==> src/rtl/csf_pkg.sv <==
// Package with flag positions, register offsets and operation codes of the condition flag block
package csf_pkg;
   // ****************************************************************
   // Flag positions
   // ****************************************************************
   localparam int unsigned BIT_CARRY = 0;
   localparam int unsigned BIT_HALF = 1;
   localparam int unsigned BIT_ZERO = 2;
   localparam int unsigned BIT_WRAP = 3;
   localparam int unsigned BIT_SLEEP = 4;
   localparam int unsigned BIT_WDOG = 5;
   localparam int unsigned BIT_MBZ = 6;
   localparam int unsigned BIT_SXOR = 7;
   localparam logic [7:0] SYS_MASK = 8'h30;
   localparam logic [7:0] FLAGS_RESET = 8'h00;

   // ****************************************************************
   // Register map
   // ****************************************************************
   localparam logic [3:0] ADDR_FLAGS = 4'h0;
   localparam logic [3:0] ADDR_IRQ_STAT = 4'h1;
   localparam logic [3:0] ADDR_IRQ_EN = 4'h2;
   localparam logic [3:0] ADDR_IRQ_CLR = 4'h3;
   localparam logic [7:0] READ_UNMAPPED = 8'h00;
   localparam int unsigned IRQ_WDOG = 0;
   localparam int unsigned IRQ_SLEEP = 1;
   localparam int unsigned IRQ_BITS = 2;

   // ****************************************************************
   // Operations and system events
   // ****************************************************************
   typedef enum logic [2:0] {
      CSF_OP_NONE = 3'b000,
      CSF_OP_ADD = 3'b001,
      CSF_OP_SUB = 3'b010,
      CSF_OP_SUBB = 3'b011,
      CSF_OP_LOGIC = 3'b100,
      CSF_OP_RLC = 3'b101,
      CSF_OP_RRC = 3'b110
   } csf_op_e;

   typedef enum logic [1:0] {
      CSF_SYS_NONE = 2'b00,
      CSF_SYS_CLRWDT = 2'b01,
      CSF_SYS_HALT = 2'b10,
      CSF_SYS_TIMEOUT = 2'b11
   } csf_sys_e;
endpackage

==> src/rtl/csf_arith.sv <==
// Combinational flag evaluator for add, subtract, logical and rotate results
`timescale 1ns/1ps
module csf_arith (
   // Operation
   input wire logic [2:0] op,
   input wire logic [7:0] opa,
   input wire logic [7:0] opb,
   input wire logic [7:0] flags_in,
   // Results
   output logic [7:0] result,
   output logic [7:0] flags_out
);
   logic [4:0] low_sum;
   logic [7:0] low7_sum;
   logic [8:0] full_sum;
   logic [7:0] b_eff;
   logic cin;
   logic c7;
   logic wrap;
   logic zero;

   always_comb begin
      flags_out = flags_in;
      result = 8'h00;
      cin = 1'b0;
      b_eff = opb;
      if (op == csf_pkg::CSF_OP_SUB || op == csf_pkg::CSF_OP_SUBB) begin
         // Subtract as a + ~b + 1 (a + ~b + carry flag for SUBB); carry out high means no borrow
         b_eff = ~opb;
         cin = (op == csf_pkg::CSF_OP_SUB) ? 1'b1 : flags_in[csf_pkg::BIT_CARRY];
      end
      low_sum = {1'b0, opa[3:0]} + {1'b0, b_eff[3:0]} + {4'h0, cin};
      low7_sum = {1'b0, opa[6:0]} + {1'b0, b_eff[6:0]} + {7'h00, cin};
      full_sum = {1'b0, opa} + {1'b0, b_eff} + {8'h00, cin};
      c7 = low7_sum[7];
      wrap = c7 ^ full_sum[8];
      zero = (full_sum[7:0] == 8'h00);
      case (op)
         csf_pkg::CSF_OP_ADD, csf_pkg::CSF_OP_SUB, csf_pkg::CSF_OP_SUBB: begin
            result = full_sum[7:0];
            flags_out[csf_pkg::BIT_CARRY] = full_sum[8];
            flags_out[csf_pkg::BIT_HALF] = low_sum[4];
            flags_out[csf_pkg::BIT_ZERO] = zero;
            flags_out[csf_pkg::BIT_WRAP] = wrap;
            flags_out[csf_pkg::BIT_SXOR] = wrap ^ full_sum[7];
            if (op == csf_pkg::CSF_OP_SUB) begin
               flags_out[csf_pkg::BIT_MBZ] = zero;
            end else if (op == csf_pkg::CSF_OP_SUBB) begin
               flags_out[csf_pkg::BIT_MBZ] = flags_in[csf_pkg::BIT_MBZ] & zero;
            end
         end
         csf_pkg::CSF_OP_LOGIC: begin
            result = opa;
            flags_out[csf_pkg::BIT_ZERO] = (opa == 8'h00);
         end
         csf_pkg::CSF_OP_RLC: begin
            result = {opa[6:0], flags_in[csf_pkg::BIT_CARRY]};
            flags_out[csf_pkg::BIT_CARRY] = opa[7];
         end
         csf_pkg::CSF_OP_RRC: begin
            result = {flags_in[csf_pkg::BIT_CARRY], opa[7:1]};
            flags_out[csf_pkg::BIT_CARRY] = opa[0];
         end
         default: begin
            result = opa;
         end
      endcase
   end
endmodule

==> src/rtl/csf_sysflags.sv <==
// Next-value logic of the watchdog-expired and sleep-entered system flags
`timescale 1ns/1ps
module csf_sysflags (
   // Event
   input wire logic [1:0] sys_event,
   input wire logic wdog_in,
   input wire logic sleep_in,
   // Next values
   output logic wdog_out,
   output logic sleep_out
);
   always_comb begin
      wdog_out = wdog_in;
      sleep_out = sleep_in;
      case (sys_event)
         csf_pkg::CSF_SYS_CLRWDT: begin
            wdog_out = 1'b0;
            sleep_out = 1'b0;
         end
         csf_pkg::CSF_SYS_HALT: begin
            wdog_out = 1'b0;
            sleep_out = 1'b1;
         end
         csf_pkg::CSF_SYS_TIMEOUT: begin
            wdog_out = 1'b1;
         end
         default: begin
            wdog_out = wdog_in;
         end
      endcase
   end
endmodule

==> src/rtl/csf_top.sv <==
// Condition flag register of the core with register port and event interrupt
//
// The plain strobed port and the placing of the registers were decided locally.
`timescale 1ns/1ps
module csf_top (
   // Clock and reset
   input wire logic ref_clk,
   input wire logic srst,
   // Register port
   input wire logic [3:0] reg_addr,
   input wire logic [7:0] reg_wdata,
   input wire logic reg_wr,
   input wire logic reg_rd,
   output logic [7:0] reg_rdata,
   // Core operation
   input wire logic op_valid,
   input wire logic [2:0] op_code,
   input wire logic [7:0] op_a,
   input wire logic [7:0] op_b,
   // System events
   input wire logic [1:0] sys_event,
   // Results
   output logic [7:0] op_result,
   output logic [7:0] flags,
   output logic irq
);
   // ****************************************************************
   // State
   // ****************************************************************
   typedef struct packed {
      logic [7:0] flags;
      logic [7:0] rdata;
      logic [7:0] result;
      logic [1:0] irq_stat;
      logic [1:0] irq_en;
      logic irq;
   } csf_state_s;

   csf_state_s st;
   csf_state_s next_st;
   logic [7:0] alu_flags;
   logic [7:0] alu_result;
   logic next_wdog;
   logic next_sleep;

   csf_arith i_csf_arith (
      .op(op_valid ? op_code : csf_pkg::CSF_OP_NONE),
      .opa(op_a),
      .opb(op_b),
      .flags_in(st.flags),
      .result(alu_result),
      .flags_out(alu_flags)
   );

   csf_sysflags i_csf_sysflags (
      .sys_event(sys_event),
      .wdog_in(st.flags[csf_pkg::BIT_WDOG]),
      .sleep_in(st.flags[csf_pkg::BIT_SLEEP]),
      .wdog_out(next_wdog),
      .sleep_out(next_sleep)
   );

   function automatic logic hit(input logic [3:0] a, input logic [3:0] target);
      hit = (a == target);
   endfunction

   // ****************************************************************
   // Next state
   // ****************************************************************
   always_comb begin
      logic [1:0] events;
      events = 2'b00;
      next_st = st;
      // Operation results first; a register write in the same cycle wins
      if (op_valid) begin
         next_st.result = alu_result;
         next_st.flags = alu_flags;
      end
      if (reg_wr && hit(reg_addr, csf_pkg::ADDR_FLAGS)) begin
         next_st.flags = (reg_wdata & ~csf_pkg::SYS_MASK) | (st.flags & csf_pkg::SYS_MASK);
      end
      // System flags only ever take the event logic's value
      next_st.flags[csf_pkg::BIT_WDOG] = next_wdog;
      next_st.flags[csf_pkg::BIT_SLEEP] = next_sleep;
      events[csf_pkg::IRQ_WDOG] = next_wdog & ~st.flags[csf_pkg::BIT_WDOG];
      events[csf_pkg::IRQ_SLEEP] = next_sleep & ~st.flags[csf_pkg::BIT_SLEEP];
      if (reg_wr && hit(reg_addr, csf_pkg::ADDR_IRQ_EN)) begin
         next_st.irq_en = reg_wdata[csf_pkg::IRQ_BITS-1:0];
      end
      // A new event wins over a clear in the same cycle
      if (reg_wr && hit(reg_addr, csf_pkg::ADDR_IRQ_CLR)) begin
         next_st.irq_stat = st.irq_stat & ~reg_wdata[csf_pkg::IRQ_BITS-1:0];
      end
      next_st.irq_stat = next_st.irq_stat | events;
      next_st.irq = |(next_st.irq_stat & next_st.irq_en);
      next_st.rdata = 8'h00;
      if (reg_rd) begin
         case (reg_addr)
            csf_pkg::ADDR_FLAGS: next_st.rdata = st.flags;
            csf_pkg::ADDR_IRQ_STAT: next_st.rdata = {6'h00, st.irq_stat};
            csf_pkg::ADDR_IRQ_EN: next_st.rdata = {6'h00, st.irq_en};
            default: next_st.rdata = csf_pkg::READ_UNMAPPED;
         endcase
      end
   end

   // Flags are never pushed anywhere on calls or interrupts; software saves them
   always_ff @(posedge ref_clk) begin
      if (srst) begin
         st <= '0;
         st.flags <= csf_pkg::FLAGS_RESET;
      end else begin
         st <= next_st;
      end
   end

   assign reg_rdata = st.rdata;
   assign op_result = st.result;
   assign flags = st.flags;
   assign irq = st.irq;

   // ****************************************************************
   // Checks
   // ****************************************************************
   a_sys_write_guard: assert property (@(posedge ref_clk) disable iff (srst)
      (reg_wr && reg_addr == csf_pkg::ADDR_FLAGS && sys_event == csf_pkg::CSF_SYS_NONE)
      |=> flags[5:4] == $past(flags[5:4])) else $error("System flag changed by write");
   a_plain_write: assert property (@(posedge ref_clk) disable iff (srst)
      (reg_wr && reg_addr == csf_pkg::ADDR_FLAGS)
      |=> (flags & 8'hcf) == ($past(reg_wdata) & 8'hcf)) else $error("Flag write lost");
   a_wdog_hold: assert property (@(posedge ref_clk) disable iff (srst)
      sys_event == csf_pkg::CSF_SYS_NONE |=> $stable(flags[5])) else $error("Watchdog flag moved");
   a_wdog_set: assert property (@(posedge ref_clk) disable iff (srst)
      sys_event == csf_pkg::CSF_SYS_TIMEOUT |=> flags[5]) else $error("Time-out not recorded");
   a_halt_flags: assert property (@(posedge ref_clk) disable iff (srst)
      sys_event == csf_pkg::CSF_SYS_HALT |=> flags[4] && !flags[5]) else $error("Halt flags wrong");
   a_clr_flags: assert property (@(posedge ref_clk) disable iff (srst)
      sys_event == csf_pkg::CSF_SYS_CLRWDT |=> flags[5:4] == 2'b00) else $error("Clear flags wrong");
   a_add_carry: assert property (@(posedge ref_clk) disable iff (srst)
      (op_valid && op_code == csf_pkg::CSF_OP_ADD && !reg_wr)
      |=> flags[0] == ({1'b0, $past(op_a)} + {1'b0, $past(op_b)} > 9'h0ff))
      else $error("Add carry wrong");
   a_rot_carry: assert property (@(posedge ref_clk) disable iff (srst)
      (op_valid && op_code == csf_pkg::CSF_OP_RLC && !reg_wr)
      |=> flags[0] == $past(op_a[7]) && op_result[0] == $past(flags[0]))
      else $error("Rotate carry wrong");
   a_rrc_carry: assert property (@(posedge ref_clk) disable iff (srst)
      (op_valid && op_code == csf_pkg::CSF_OP_RRC && !reg_wr)
      |=> flags[0] == $past(op_a[0]) && op_result[7] == $past(flags[0]))
      else $error("Right rotate carry wrong");
   a_zero_flag: assert property (@(posedge ref_clk) disable iff (srst)
      // Rotates leave the zero flag alone, so only arithmetic and logical codes count
      (op_valid && !reg_wr && (op_code == csf_pkg::CSF_OP_ADD || op_code == csf_pkg::CSF_OP_SUB
      || op_code == csf_pkg::CSF_OP_SUBB || op_code == csf_pkg::CSF_OP_LOGIC))
      |=> flags[2] == (op_result == 8'h00)) else $error("Zero flag wrong");
   a_sign_xor: assert property (@(posedge ref_clk) disable iff (srst)
      (op_valid && op_code == csf_pkg::CSF_OP_ADD && !reg_wr)
      |=> flags[7] == (flags[3] ^ op_result[7])) else $error("Sign xor wrong");
   a_sub_mbz: assert property (@(posedge ref_clk) disable iff (srst)
      (op_valid && op_code == csf_pkg::CSF_OP_SUB && !reg_wr)
      |=> flags[6] == flags[2]) else $error("Multi-byte zero wrong");
   a_reset_sys: assert property (@(posedge ref_clk)
      srst |=> flags[5:4] == 2'b00) else $error("System flags not cleared");
endmodule

==> config.mk <==
export PLATFORM = sky130hd
export DESIGN_NAME = csf_top
export DESIGN_NICKNAME = d
export VERILOG_FILES = /design/src/rtl/csf_pkg.sv /design/src/rtl/csf_arith.sv /design/src/rtl/csf_sysflags.sv /design/src/rtl/csf_top.sv
export SDC_FILE = /design/constraint.sdc
export NUM_CORES = 1
export LEC_CHECK = 0
export ABC_AREA = 1
export BUFFER_PORTS_ARGS = -buffer_cell sky130_fd_sc_hd__buf_2
export CAP_MARGIN = 20
export CORE_ASPECT_RATIO = 0.8
export CORE_MARGIN = 4
export CORE_UTILIZATION = 53
export DETAILED_ROUTE_END_ITERATION = 6
export PLACE_DENSITY = 0.8
export SYNTH_ARGS = -nofsm -noshare
export SYNTH_HDL_FRONTEND = slang
export SYNTH_SLANG_ARGS = --single-unit
==> constraint.sdc <==
create_clock -name ref_clk -period 3.3 [get_ports ref_clk]
set_input_delay 0.165 -clock ref_clk [delete_from_list [all_inputs] [get_ports ref_clk]]
set_output_delay 0.165 -clock ref_clk [all_outputs]
set_load 0.01 [all_outputs]
* Word-level counts from Yosys, hierarchy flattened *
Cells that the tools add are included.

word-level totals
  register bits = 29
  input bits = 38
  word-level logic and storage cells = 81

cells by class
  add/sub/neg operators = 6
  eq/ne operators = 12
  muxes and demuxes = 19
  bitwise operators = 14
  reduce and logical (&&, ||, !) cells = 20

operators by type and width
  kind                count
  $pmux 8 s3          2
  $mux 8              3
  $logic_not 8->1     2
  $add 8x8->9         1
  $add 9x1->9         1
  $eq 3x3->1 const B  3
  $add 7x7->8         1
  $add 8x1->8         1
  $eq 4x2->1 const B  2
  $not 8->8           1
  $or 8x6->8          1
  $eq 3x2->1 const B  2
  $mux 1              6
  $mux 2              3
  $pmux 1 s2          3
  $reduce_and 2->1    3
  $reduce_bool 3->1   2
  $reduce_or 2->1     3
  $add 4x4->5         1
  $add 5x1->5         1
  $and 2x2->2         2
  $eq 2x2->1 const B  2
  $eq 4x1->1 const B  1
  $logic_not 4->1     1
  other kinds (15)    23

* Longest topological paths before layout *
Gate-level depths: netlist of the first run.

  word-level depth = 13
  depth in mapped cells = 19
  gate-level depth less buffers = 18

* Modules after synthesis *
A second synthesis of the first run with hierarchy kept.

unflattened totals
  cells, all modules = 373
  area total of the unflattened synthesis = 2,412.3 µm²

by module, submodules not included
  module        times used  cells an instance  area each (µm²)  seq. area each (µm²)
  csf_top       1           186                1,387.6          580.6
  csf_arith     1           174                949.7            0.0
  csf_sysflags  1           13                 75.1             0.0

* Worst setup path before layout of the first run *
OpenSTA, ideal clock, no wires.

  path kind = in2reg
  start point = input op_valid
  end point = register flags[2] (netlist name)
  library setup time = 125 ps
  arrival = 2,219 ps
  data required time = 3,175 ps
  slack = 957 ps
  cell stages on the path = 17
  buffers on the path = 1
  path through = buf_6 nand2_4 inv_1 nand2_2 xnor2_1 fa_1 inv_1 fa_1 inv_1 nor2_1 and2_1 nand3_1 nor2_2 nand3_1 nand2_1 nand2_1 a21oi_2

on the way
  word-level cells in the longest chain between the ends = 10

RTL lines
  what                           RTL line                                           text
  from (decl)                    csf_top.sv:16                                      input wire logic op_valid,
  $mux 3                         csf_top.sv:47                                      .op(op_valid ? op_code : csf_pkg::CSF_OP_NONE),
  $eq 3x2->1 (on tied branches)  csf_arith.sv:27, csf_arith.sv:30, csf_arith.sv:38
  $logic_or 1x1->1               csf_arith.sv:27                                    if (op == csf_pkg::CSF_OP_SUB || op == csf_pkg::CSF_OP_SUBB) begin
  $mux 8                         csf_arith.sv:27
  $add 8x8->9                    csf_arith.sv:34                                    full_sum = {1'b0, opa} + {1'b0, b_eff} + {8'h00, cin};
  $add 9x1->9                    csf_arith.sv:34
  $logic_not 8->1                csf_arith.sv:37                                    zero = (full_sum[7:0] == 8'h00);
  $pmux 1 s2                     csf_arith.sv:38                                    case (op)
  $mux 8                         csf_top.sv:75                                      if (op_valid) begin
  $mux 8                         csf_top.sv:79                                      if (reg_wr && hit(reg_addr, csf_pkg::ADDR_FLAGS)) begin

Several ways; a longest one is shown, not always the timed one. The select of a mux whose other input is x is not followed.
A chain may end at the register's enable or synchronous reset.

* Final worst setup path of the first run *
  start point = input op_valid
  end point = register flags[2] (netlist name)

on the way
  word-level cells in the longest chain between the ends = 10

RTL lines
  what                           RTL line
  $mux 3                         csf_top.sv:47
  $eq 3x2->1 (on tied branches)  csf_arith.sv:27, csf_arith.sv:30, csf_arith.sv:38
  $logic_or 1x1->1               csf_arith.sv:27
  $mux 8                         csf_arith.sv:27
  $add 8x8->9                    csf_arith.sv:34
  $add 9x1->9                    csf_arith.sv:34
  $logic_not 8->1                csf_arith.sv:37
  $pmux 1 s2                     csf_arith.sv:38
  $mux 8                         csf_top.sv:75
  $mux 8                         csf_top.sv:79

Several ways; a longest one is shown, not always the timed one. The select of a mux whose other input is x is not followed.

==> metrics.yaml, run 1 <==
worst_setup_path:
  arrival_ns: 2.80
  path_cells: "buf_2 > nand2_4 > inv_1 > nand2_2 > a21oi_1 > fa_1 > inv_1 > fa_1 > inv_1 > nand2_1 > nand2_1 > nand3_1 > nand2_1 > nand3_1 > nor2_2 > nand3_1 > nand2_1 > nand2_1 > a21oi_2"
  startpoint_type: "input port"
  cp_top_family: "simple AND/OR/NAND/NOR gates"
  crit_type: "input port to register"
  required_ns: 3.51
  cp_max_fo: 11
  critical_path_buf_inv_count: 4
  slowest_delay_ns: 0.41
  crit_top_cell: "nand2_1"
  slowest_stage: "fa_1"
  crit_path_end_kind: "register"
logic_synthesis:
  synth-edff-count: 0
  yosys.area_share.simple_pct: 29.4
  yosysMostFrequentCell: "nand2_1"
  syn-cell-area_um2: 2370
  synth_ff_type: "dfxtp_1"
  synthAdderAreaFrac_pct: 6.98
  synth_cells: 340
  async_reset_ff_share_pct: 0
  synth_xor_area_share_pct: 3.70
  yosysWarnings: 0
  yosys-top-cells-area: "dfxtp_1 (25%), nand2_1 (10%), inv_1 (7.9%), buf_4 (7.6%), a21oi_1 (5.3%)"
  synthMuxAreaShare_pct: 0
  synth_top_family_by_area: "simple AND/OR/NAND/NOR gates"
  ys_ff_latch: 29
  synth_compound_area_share_pct: 16.1
  synthTopCellsByCount: "nand2_1 (66), inv_1 (50), dfxtp_1 (29), a21oi_1 (25), nor2_1 (25)"
  synth.top_cell.area_share_pct: 24.5
  yosysSeqAreaShare_pct: 24.5
  synth_top_cell_by_area: "dfxtp_1"
  syn_area_per_cell_um2: 6.96
  synth_cell_type_count: 40
  syn-num-nets: 390
grt:
  grt_max_degree: 17
  grt_overflow: 0
  grt_pass1_vias: 1998
  grt_pass1_wl_mm: 8.94
  grtUsageTotal_pct: 20.9
  antenna_found_initial: 0
job:
  max_cap_violations: 0
route:
  routed_wl_mm: 5.67
  drt_iter0_drc: 145
  first_pass_iters: 4
  antenna_left: 0
  drc: 0
  wire_per_inst_um: 13.1
  via_count: 2233
  vias_per_cell: 5.15
floorplanning:
  num_io_pins: 63
  num_rows: 21
  dieArea_um2: 5610
  start_util_pct: 55.6
  fp.dieW_um: 82.7
  die_h_um: 67.8
  core_um2: 4260
cts:
  cts_setup_buffers: 0
  cts_max_level: 2
  clk_latency_ns: 0.27
  clkTransAtPathRegs_ns: 0.06
  cts.sinks: 29
  numCtsBuffers: 5
  cts-resized-gates: 0
  cts_tree: "done"
  holdBufCountCts: 0
  clockBufferDepth: 2
  cts-root-buf: "clkbuf_8"
sta:
  max_slew_margin_pct: 74.4
  fmax_ghz: 0.386
  tns_ns: 0
  setup_viol: 0
  slew_violations: 0
  fin_crit_ns: 2.59
  finalCritPeriodShare_pct: 78.4
  fin_ws_ns: 0.712
  rsz0062_at_grt: "false"
  skew_ns: 0.00265
  finalHoldViolCount: 0
  max_slew.worst_pin.slew_ns: 0.380
finish:
  nets: 426
  fin_cells: 434
  drive_above_1_share_pct: 26.5
  n_antenna_cell: 0
  areaGrowthSynthToFinish_pct: 9.83
power_and_ir_drop:
  powerDensity_nw_per_um2: 386
  p_leak_uw: 0.00136
  peakVddDrop_mv: 0.269
run_status:
  outcome: "complete, no violations"
place:
  dp_cells: 426
  hpwl_mm: 4.54
  dp_slack_ns: 0.466
  port-buffer-count: 60
  gp_routability_congestion: 0.948
min_path:
  hold_path_class: "input port to register"
per-layer routing:
metal / up-vias / GRT usage, % / wire, µm
li1: 1149 / - / -
met1: 997 / 29.2 / 2690
met2: 77 / 33.2 / 2540
met3: 10 / 4.40 / 381
met4: 0 / 4.49 / 60
met5: - / 0 / 0
logic make-up (layout without fill, tap and decap cells):
group | Yosys count | count (layout)
and+or+nand+nor | 140 | 140
buffers and inverters | 87 | 124
AOI/OAI and AO/OA | 62 | 62
DFF | 29 | 29
adders and majority gates | 12 | 12
xor gates and xnor gates | 10 | 10
tightest hold or removal path, stage by stage:
cell,delay (ns)
buf_2,0.10
nand2_1,0.06
a31oi_1,0.07
stage by stage:
step | area (µm²) | hold slack, ns | total power (µW) | utilization, %
2_1_floorplan | 2370 | 0.327 | 625 | -
3_3_place_gp | 2500 | 0.443 | 684 | 58.7
3_5_place_dp | 2500 | 0.450 | 692 | 58.7
4_1_cts | 2600 | 0.170 | 1010 | 61.1
5_1_grt | 2600 | 0.183 | 1070 | 61.1
6_report | 2600 | 0.174 | 1000 | 61.1
cell usage in the layout, fill, tap and decap left out, types with 2 or more instances in the layout:
master / instances
nand2_1: 66
buf_2: 60
inv_1: 50
dfxtp_1: 29
a21oi_1: 25
nor2_1: 25
nand3_1: 17
o21ai_0: 10
ha_1: 10
nand2_2: 8
xnor2_1: 8
o22ai_1: 7
clkbuf_8: 7
inv_2: 5
nand4_1: 5
o211ai_1: 4
nand2_4: 3
a21oi_2: 3
a31oi_1: 3
o31ai_1: 3
o21ai_1: 3
nor3_1: 3
nor3_4: 2
nor2_2: 2
xor2_1: 2
o22ai_2: 2
nor4_1: 2
fa_1: 2
where the power goes:
part / switching (µW) / internal [µW] / leakage, µW / total, µW
Clock: 128 / 188 / 0.0000542 / 316
Combinational: 194 / 116 / 0.00106 / 310
Sequential: 10.8 / 368 / 0.000237 / 379
cell type report:
cell class,count,area (µm²)
clock buffers,7,96.3
clock inverters,1,5.00
inverters,56,215
fillers,400,1660
flip-flops and latches,29,581
well taps,57,71.3
repair buffers,60,300
multi-input cells,224,1330
worst paths after layout:
| path | startpoint | end | slack, ns | cells past startpoint |
|---|---|---|---|---|
| min reg2reg | op_result[3] | op_result[3] | 0.46 | 2 |
| max reg2reg | flags[0] | flags[2] | 0.86 | 16 |
| min | reg_wdata[6] | flags[6] | 0.17 | 3 |
| max | op_valid | flags[2] | 0.71 | 19 |
sequential cells by signal, summed over array words and instances (netlist names), named ones only:
name / count
op_result: 8
reg_rdata: 8
flags: 6
st: 4
irq: 1
(Power assumes the default switching activity.)
==> run 2, diff against run 1 <==
Settings changed: CORE_UTILIZATION 53 to 48, PLACE_DENSITY 0.8 to 0.77.
Clock period 3.3 ns to 2.3 ns, I/O delays scaled along.
==> run 2 against run 1 <==
Effect of this change: via count increased by 1.7%; setup slack got worse by 0.58 ns; clock power rose by 100%; critical endpoint unchanged; largest cell class unchanged.
==> metrics.yaml, run 2 (synthesized netlist as in run 1, its figures left out) <==
run_status:
  outcome: "complete, no violations"
sta:
  setup_viol: 0  # unchanged
  fin_crit_ns: 2.16
  max_slew_margin_pct: 76.1  # +1.7 points
  finalHoldViolCount: 0  # unchanged
  fin_ws_ns: 0.137  # -0.575 ns
  rsz0062_at_grt: "true"
  skew_ns: 0.0101  # +0.00747 ns
  fmax_ghz: 0.462
  max_slew.worst_pin.slew_ns: 0.358  # -0.0224 ns
  slew_violations: 0  # unchanged
  finalCritPeriodShare_pct: 94.1
grt:
  antenna_found_initial: 0  # unchanged
  grt_overflow: 0  # unchanged
  grt_pass1_vias: 2138  # +7.0%
  grtUsageTotal_pct: 19.2  # -1.7 points
  grt_pass1_wl_mm: 9.45  # +5.7%
  grt_max_degree: 17  # unchanged
worst_setup_path:
  startpoint_type: "register"
  required_ns: 2.52  # -0.99 ns
  arrival_ns: 2.39  # -0.41 ns
  cp-startpoint: "flags[0]"
  critical_path.endpoint: "flags[2]"
  r2r-end: "flags[2]"
  crit_path_end_kind: "register"
  cp_max_fo: 2  # -9
  r2r_slack_ns: 0.14  # -0.72 ns
  crit_type: "register to register"
  r2r_cells: 14  # -2
  reg2reg_from: "flags[0]"
cts:
  cts-root-buf: "clkbuf_8"
  holdBufCountCts: 0  # unchanged
  cts_max_level: 2  # unchanged
  cts-resized-gates: 0  # unchanged
  clockBufferDepth: 2  # unchanged
  cts_tree: "done"
  numCtsBuffers: 5  # unchanged
  cts.sinks: 29  # unchanged
  clk_latency_ns: 0.29  # +0.02 ns
  clkTransAtPathRegs_ns: 0.07  # about the same
  cts_setup_buffers: 0  # unchanged
finish:
  finalCoreUtilization_pct: 58.6  # -2.4 points
  fin_cells: 447  # +3.0%
  areaGrowthSynthToFinish_pct: 15.9
  nets: 436  # +2.3%
  nFillCells: 459  # +15%
  multi_input_area_um2: 1360  # +2.3%
  final_common_cell: "nand2_1"
  n_antenna_cell: 0  # unchanged
  regArea_um2: 582  # +0.22%
  final_cell_mix: "nand2_1 (66), buf_2 (60), inv_1 (46), dfxtp_1 (28), nor2_1 (25)"
  drive_above_1_share_pct: 31.0  # +4.5 points
place:
  dp_slack_ns: -0.0661  # -0.532 ns
  gp_routability_congestion: 0.961  # +1.4%
  hpwl_mm: 4.67  # +3.0%
  port-buffer-count: 60  # unchanged
  dp_cells: 439  # +3.1%
route:
  antenna_left: 0  # unchanged
  drc: 0  # unchanged
  first_pass_iters: 4  # unchanged
  routed_wl_mm: 5.77  # +1.8%
  drt_iter0_drc: 161  # +11%
  vias_per_cell: 5.08  # -1.3%
  via_count: 2271  # +1.7%
  wire_per_inst_um: 12.9  # -1.1%
floorplanning:
  start_util_pct: 50.6  # -5.0 points
  num_rows: 22  # +4.8%
  core_um2: 4680  # +9.9%
  dieArea_um2: 6130  # +9.3%
  die_h_um: 70.8  # +4.5%
  fp.dieW_um: 86.5  # +4.6%
  num_io_pins: 63  # unchanged
power_and_ir_drop:
  power_switching_share_pct: 31.1  # -2.0 points
  clkPwrFrac_pct: 38.6  # +7.2 points
  p_int_uw: 1140  # +70%
  combPwrFrac_pct: 28.7  # -2.2 points
  p_sw_uw: 517  # +55%
  peakVddDrop_mv: 0.546  # +100%
  powerDensity_nw_per_um2: 605  # +56%
  p_seq_share_pct: 32.7  # -5.0 points
  p_leak_uw: 0.00141  # +4.2%
min_path:
  hold_path_class: "input port to register"
job:
  max_cap_violations: 0  # unchanged
## run 2: cell count changes in the layout (fill, tap and decap cells not counted), sizes merged
cell	change
buf	+10
bufinv	+2
clkbuf	-2
## run 2: final cells by class
cell class              count  share of cell area [%]
flip-flops and latches     29                    21.2
clock inverters             3                    2.37
repair buffers             70                    13.7
inverters                  56                    7.84
well taps                  60                    2.74
multi-input cells         224                    49.7
clock buffers               5                    2.51
## run 2: worst min path at each step
stage | depth (start not counted) | start | slack, ns | end
global placement | 3 | reg_wdata[6] | 0.40 | flags[6]
detailed placement | 3 | reg_wdata[6] | 0.40 | flags[6]
finish | 3 | reg_wdata[6] | 0.11 | flags[6]
floorplan | 2 | reg_wdata[6] | 0.28 | flags[6]
global route | 3 | reg_wdata[6] | 0.1 | flags[6]
CTS | 3 | reg_wdata[6] | 0.1 | flags[6]
## run 2: per-layer routing
layer  GRT usage, %  part of all wire [%]  wire [µm]  up-vias
met3           6.98                   8.1        465        2
li1               -                     -          -     1174
met5              0                     0          0        -
met1           27.1                    48       2800     1016
met2           28.3                    43       2490       79
met4           3.98                  0.38         22        0
## run 2: power groups by stage
stage	Combinational [µW]	Sequential [µW]	Clock [µW]
global route	532	545	680
finish	477	543	640
global placement	451	552	0
floorplan	347	549	0
detailed placement	458	553	0
CTS	462	542	647
## run 2: worst max-delay path, stage by stage (launching register included)
cell	delay (ns)
dfxtp_2	0.34
inv_2	0.05
a21oi_4	0.16
fa_2	0.23
inv_2	0.04
fa_2	0.52
inv_2	0.04
nor2_1	0.07
and2_1	0.14
nand3_2	0.09
nor2_4	0.13
nand3_2	0.07
nand2_1	0.06
nand2_1	0.06
a21oi_2	0.11
## run 2: per-stage QoR
step                TNS, ns  power [µW]  hold WS, ns  cell area [µm²]
floorplan                 0         897        0.277             2370
global placement          0        1000        0.399             2580
detailed placement   -0.101        1010        0.404             2580
CTS                       0        1650       0.0999             2710
global route        -0.0189        1760       0.0954             2740
finish                    0        1660        0.109             2740
==> run 3, diff against run 2 <==
Settings changed: PLACE_DENSITY 0.77 to default, PLACE_DENSITY_LB_ADDON from default to 0.2.
==> run 3 against run 2 <==
Effect of this change: cell count is 0.67% higher; largest cell class unchanged; sequential power hardly changed; worst hold slack better by 0.016 ns; first-iteration DRC count is 39% lower; non-clock buffer count is 3 higher; clock-buffer cell count is 2 higher; maximum frequency is 1.4% lower; power is 11% lower; critical path depth stayed put.
==> metrics.yaml, run 3 (synthesized netlist as in run 1, its figures left out) <==
route:
  vias_per_cell: 4.96  # -2.3%
  drt_iter0_drc: 98  # -39%
  routed_wl_mm: 5.65  # -2.2%
  drc: 0  # unchanged
  antenna_left: 0  # unchanged
  wire_per_inst_um: 12.5  # -2.8%
  first_pass_iters: 4  # unchanged
  via_count: 2234  # -1.6%
worst_setup_path:
  crit_path_end_kind: "register"
  slowest_delay_ns: 0.53  # about the same
  required_ns: 2.51  # about the same
  reg2reg_from: "flags[0]"
  slowest_stage: "fa_2"
  r2r_slack_ns: 0.11  # -0.03 ns
  crit_type: "register to register"
  cp_top_family: "adder cells"
  startpoint_type: "register"
  cp_max_fo: 2  # unchanged
  crit_top_cell: "inv_2"
  path_cells: "inv_2 > a21oi_2 > fa_2 > inv_2 > fa_2 > inv_2 > nor2_1 > and2_1 > nand3_2 > nor2_4 > nand3_2 > nand2_1 > nand2_1 > a21oi_2"
  r2r_cells: 14  # unchanged
  r2r-end: "flags[2]"
  critical_path_buf_inv_count: 3  # unchanged
  arrival_ns: 2.40  # about the same
sta:
  fin_crit_ns: 2.19  # +0.0304 ns
  skew_ns: 0.00295  # -0.00717 ns
  slew_violations: 0  # unchanged
  whs_ns: 0.125  # +0.0158 ns
  finalCritPeriodShare_pct: 95.4  # +1.3 points
  setup_viol: 0  # unchanged
  max_slew.worst_pin.slew_ns: 0.379  # +0.0214 ns
  fmax_ghz: 0.456  # -1.4%
  max_slew_margin_pct: 74.6  # -1.5 points
  tns_ns: 0  # unchanged
  finalHoldViolCount: 0  # unchanged
floorplanning:
  fp.dieW_um: 86.5  # unchanged
  start_util_pct: 50.6  # unchanged
  dieArea_um2: 6130  # unchanged
  num_io_pins: 63  # unchanged
  core_um2: 4680  # unchanged
  num_rows: 22  # unchanged
  die_h_um: 70.8  # unchanged
finish:
  fin_area_um2: 2730  # -0.64%
  n_antenna_cell: 0  # unchanged
  areaGrowthSynthToFinish_pct: 15.2
  final_cell_mix: "nand2_1 (66), buf_2 (60), inv_1 (46), dfxtp_1 (28), nor2_1 (25)"
  nets: 439  # +0.69%
  final_common_cell: "nand2_1"
  nFillCells: 476  # +3.7%
  drive_above_1_share_pct: 31.5  # +0.53 points
cts:
  cts.sinks: 29  # unchanged
  clk_latency_ns: 0.27  # -0.02 ns
  cts-root-buf: "clkbuf_8"
  numCtsBuffers: 5  # unchanged
  clockBufferDepth: 2  # unchanged
  cts_max_level: 2  # unchanged
  cts_tree: "done"
  clkTransAtPathRegs_ns: 0.06  # about the same
power_and_ir_drop:
  powerDensity_nw_per_um2: 543  # -10%
  p_total_uw: 1480  # -11%
  peakVddDrop_mv: 0.446  # -18%
  p_leak_uw: 0.00141  # about the same
place:
  gp_routability_congestion: 0.898  # -6.6%
  hpwl_mm: 4.59  # -1.8%
  dpl-instance-area_um2: 2580  # +0.29%
  port-buffer-count: 60  # unchanged
grt:
  grt_pass1_wl_mm: 9.24  # -2.3%
  grt_overflow: 0  # unchanged
  antenna_found_initial: 0  # unchanged
  grt_pass1_vias: 2014  # -5.8%
  grtUsageTotal_pct: 18.5  # -0.72 points
  grt_max_degree: 17  # unchanged
job:
  max_cap_violations: 0  # unchanged
min_path:
  whs_path_depth: 3  # unchanged
  hold_path_startpoint: "reg_wdata[6]"
  hold_end: "flags[6]"
  hold_path_class: "input port to register"
run_status:
  outcome: "complete, no violations"
-- run 3: worst min-delay path: stages --
cell     delay [ns]
buf_2          0.11
nand2_1        0.05
a31oi_1        0.07
-- run 3: layout make-up --
cell class / instances / area, µm² / share of cell area [%]
tap: 60 / 75.1 / 2.75
sequential: 29 / 582 / 21.3
timing repair buffer: 73 / 398 / 14.6
inverter: 56 / 215 / 7.89
clock inverter: 1 / 5.00 / 0.184
multi-input combinational: 224 / 1360 / 49.7
clock buffer: 7 / 96.3 / 3.53
-- run 3: routing by layer --
metal | track usage (%) | vias up | part of all wire, %
li1 | - | 1176 | -
met5 | 0 | - | 0
met3 | 4.42 | 4 | 7.8
met4 | 2.77 | 0 | 0.43
met1 | 28.0 | 991 | 50
met2 | 27.1 | 63 | 42
-- run 3: stage by stage --
step           util [%]  setup WS [ns]  cells
2_1_floorplan         -        0.00673    340
3_3_place_gp       55.2         0.0178    440
3_5_place_dp       55.2       -0.00304    440
4_1_cts            57.4         0.0962    448
5_1_grt            58.3        -0.0229    450
6_report           58.3          0.106    450
-- run 3: worst max-delay path by stage --
stage	to	startpoint	cells past startpoint	slack (ns)
after floorplan	flags[2]	op_valid	17	0.007
after global placement	flags[2]	op_valid	17	0.02
after detailed placement	flags[7]	op_code[1]	15	-0.003
after CTS	flags[0]	flags[0]	14	0.1
after global routing	flags[0]	flags[0]	14	-0.02
final	flags[2]	flags[0]	14	0.11
-- run 3: report_power, final --
group	switching, µW	total, µW	internal, µW
logic	292	487	195
clock network	182	452	270
registers	14.4	542	528
total	488	1480	993
-- run 3: timing repair --
action | in CTS | in global routing
gates resized for setup | 0 | 11
hold buffers | 0 | 0
endpoints found under the hold margin | 0 | 0
buffers inserted | 0 | 2
setup endpoints to repair | 0 | 7
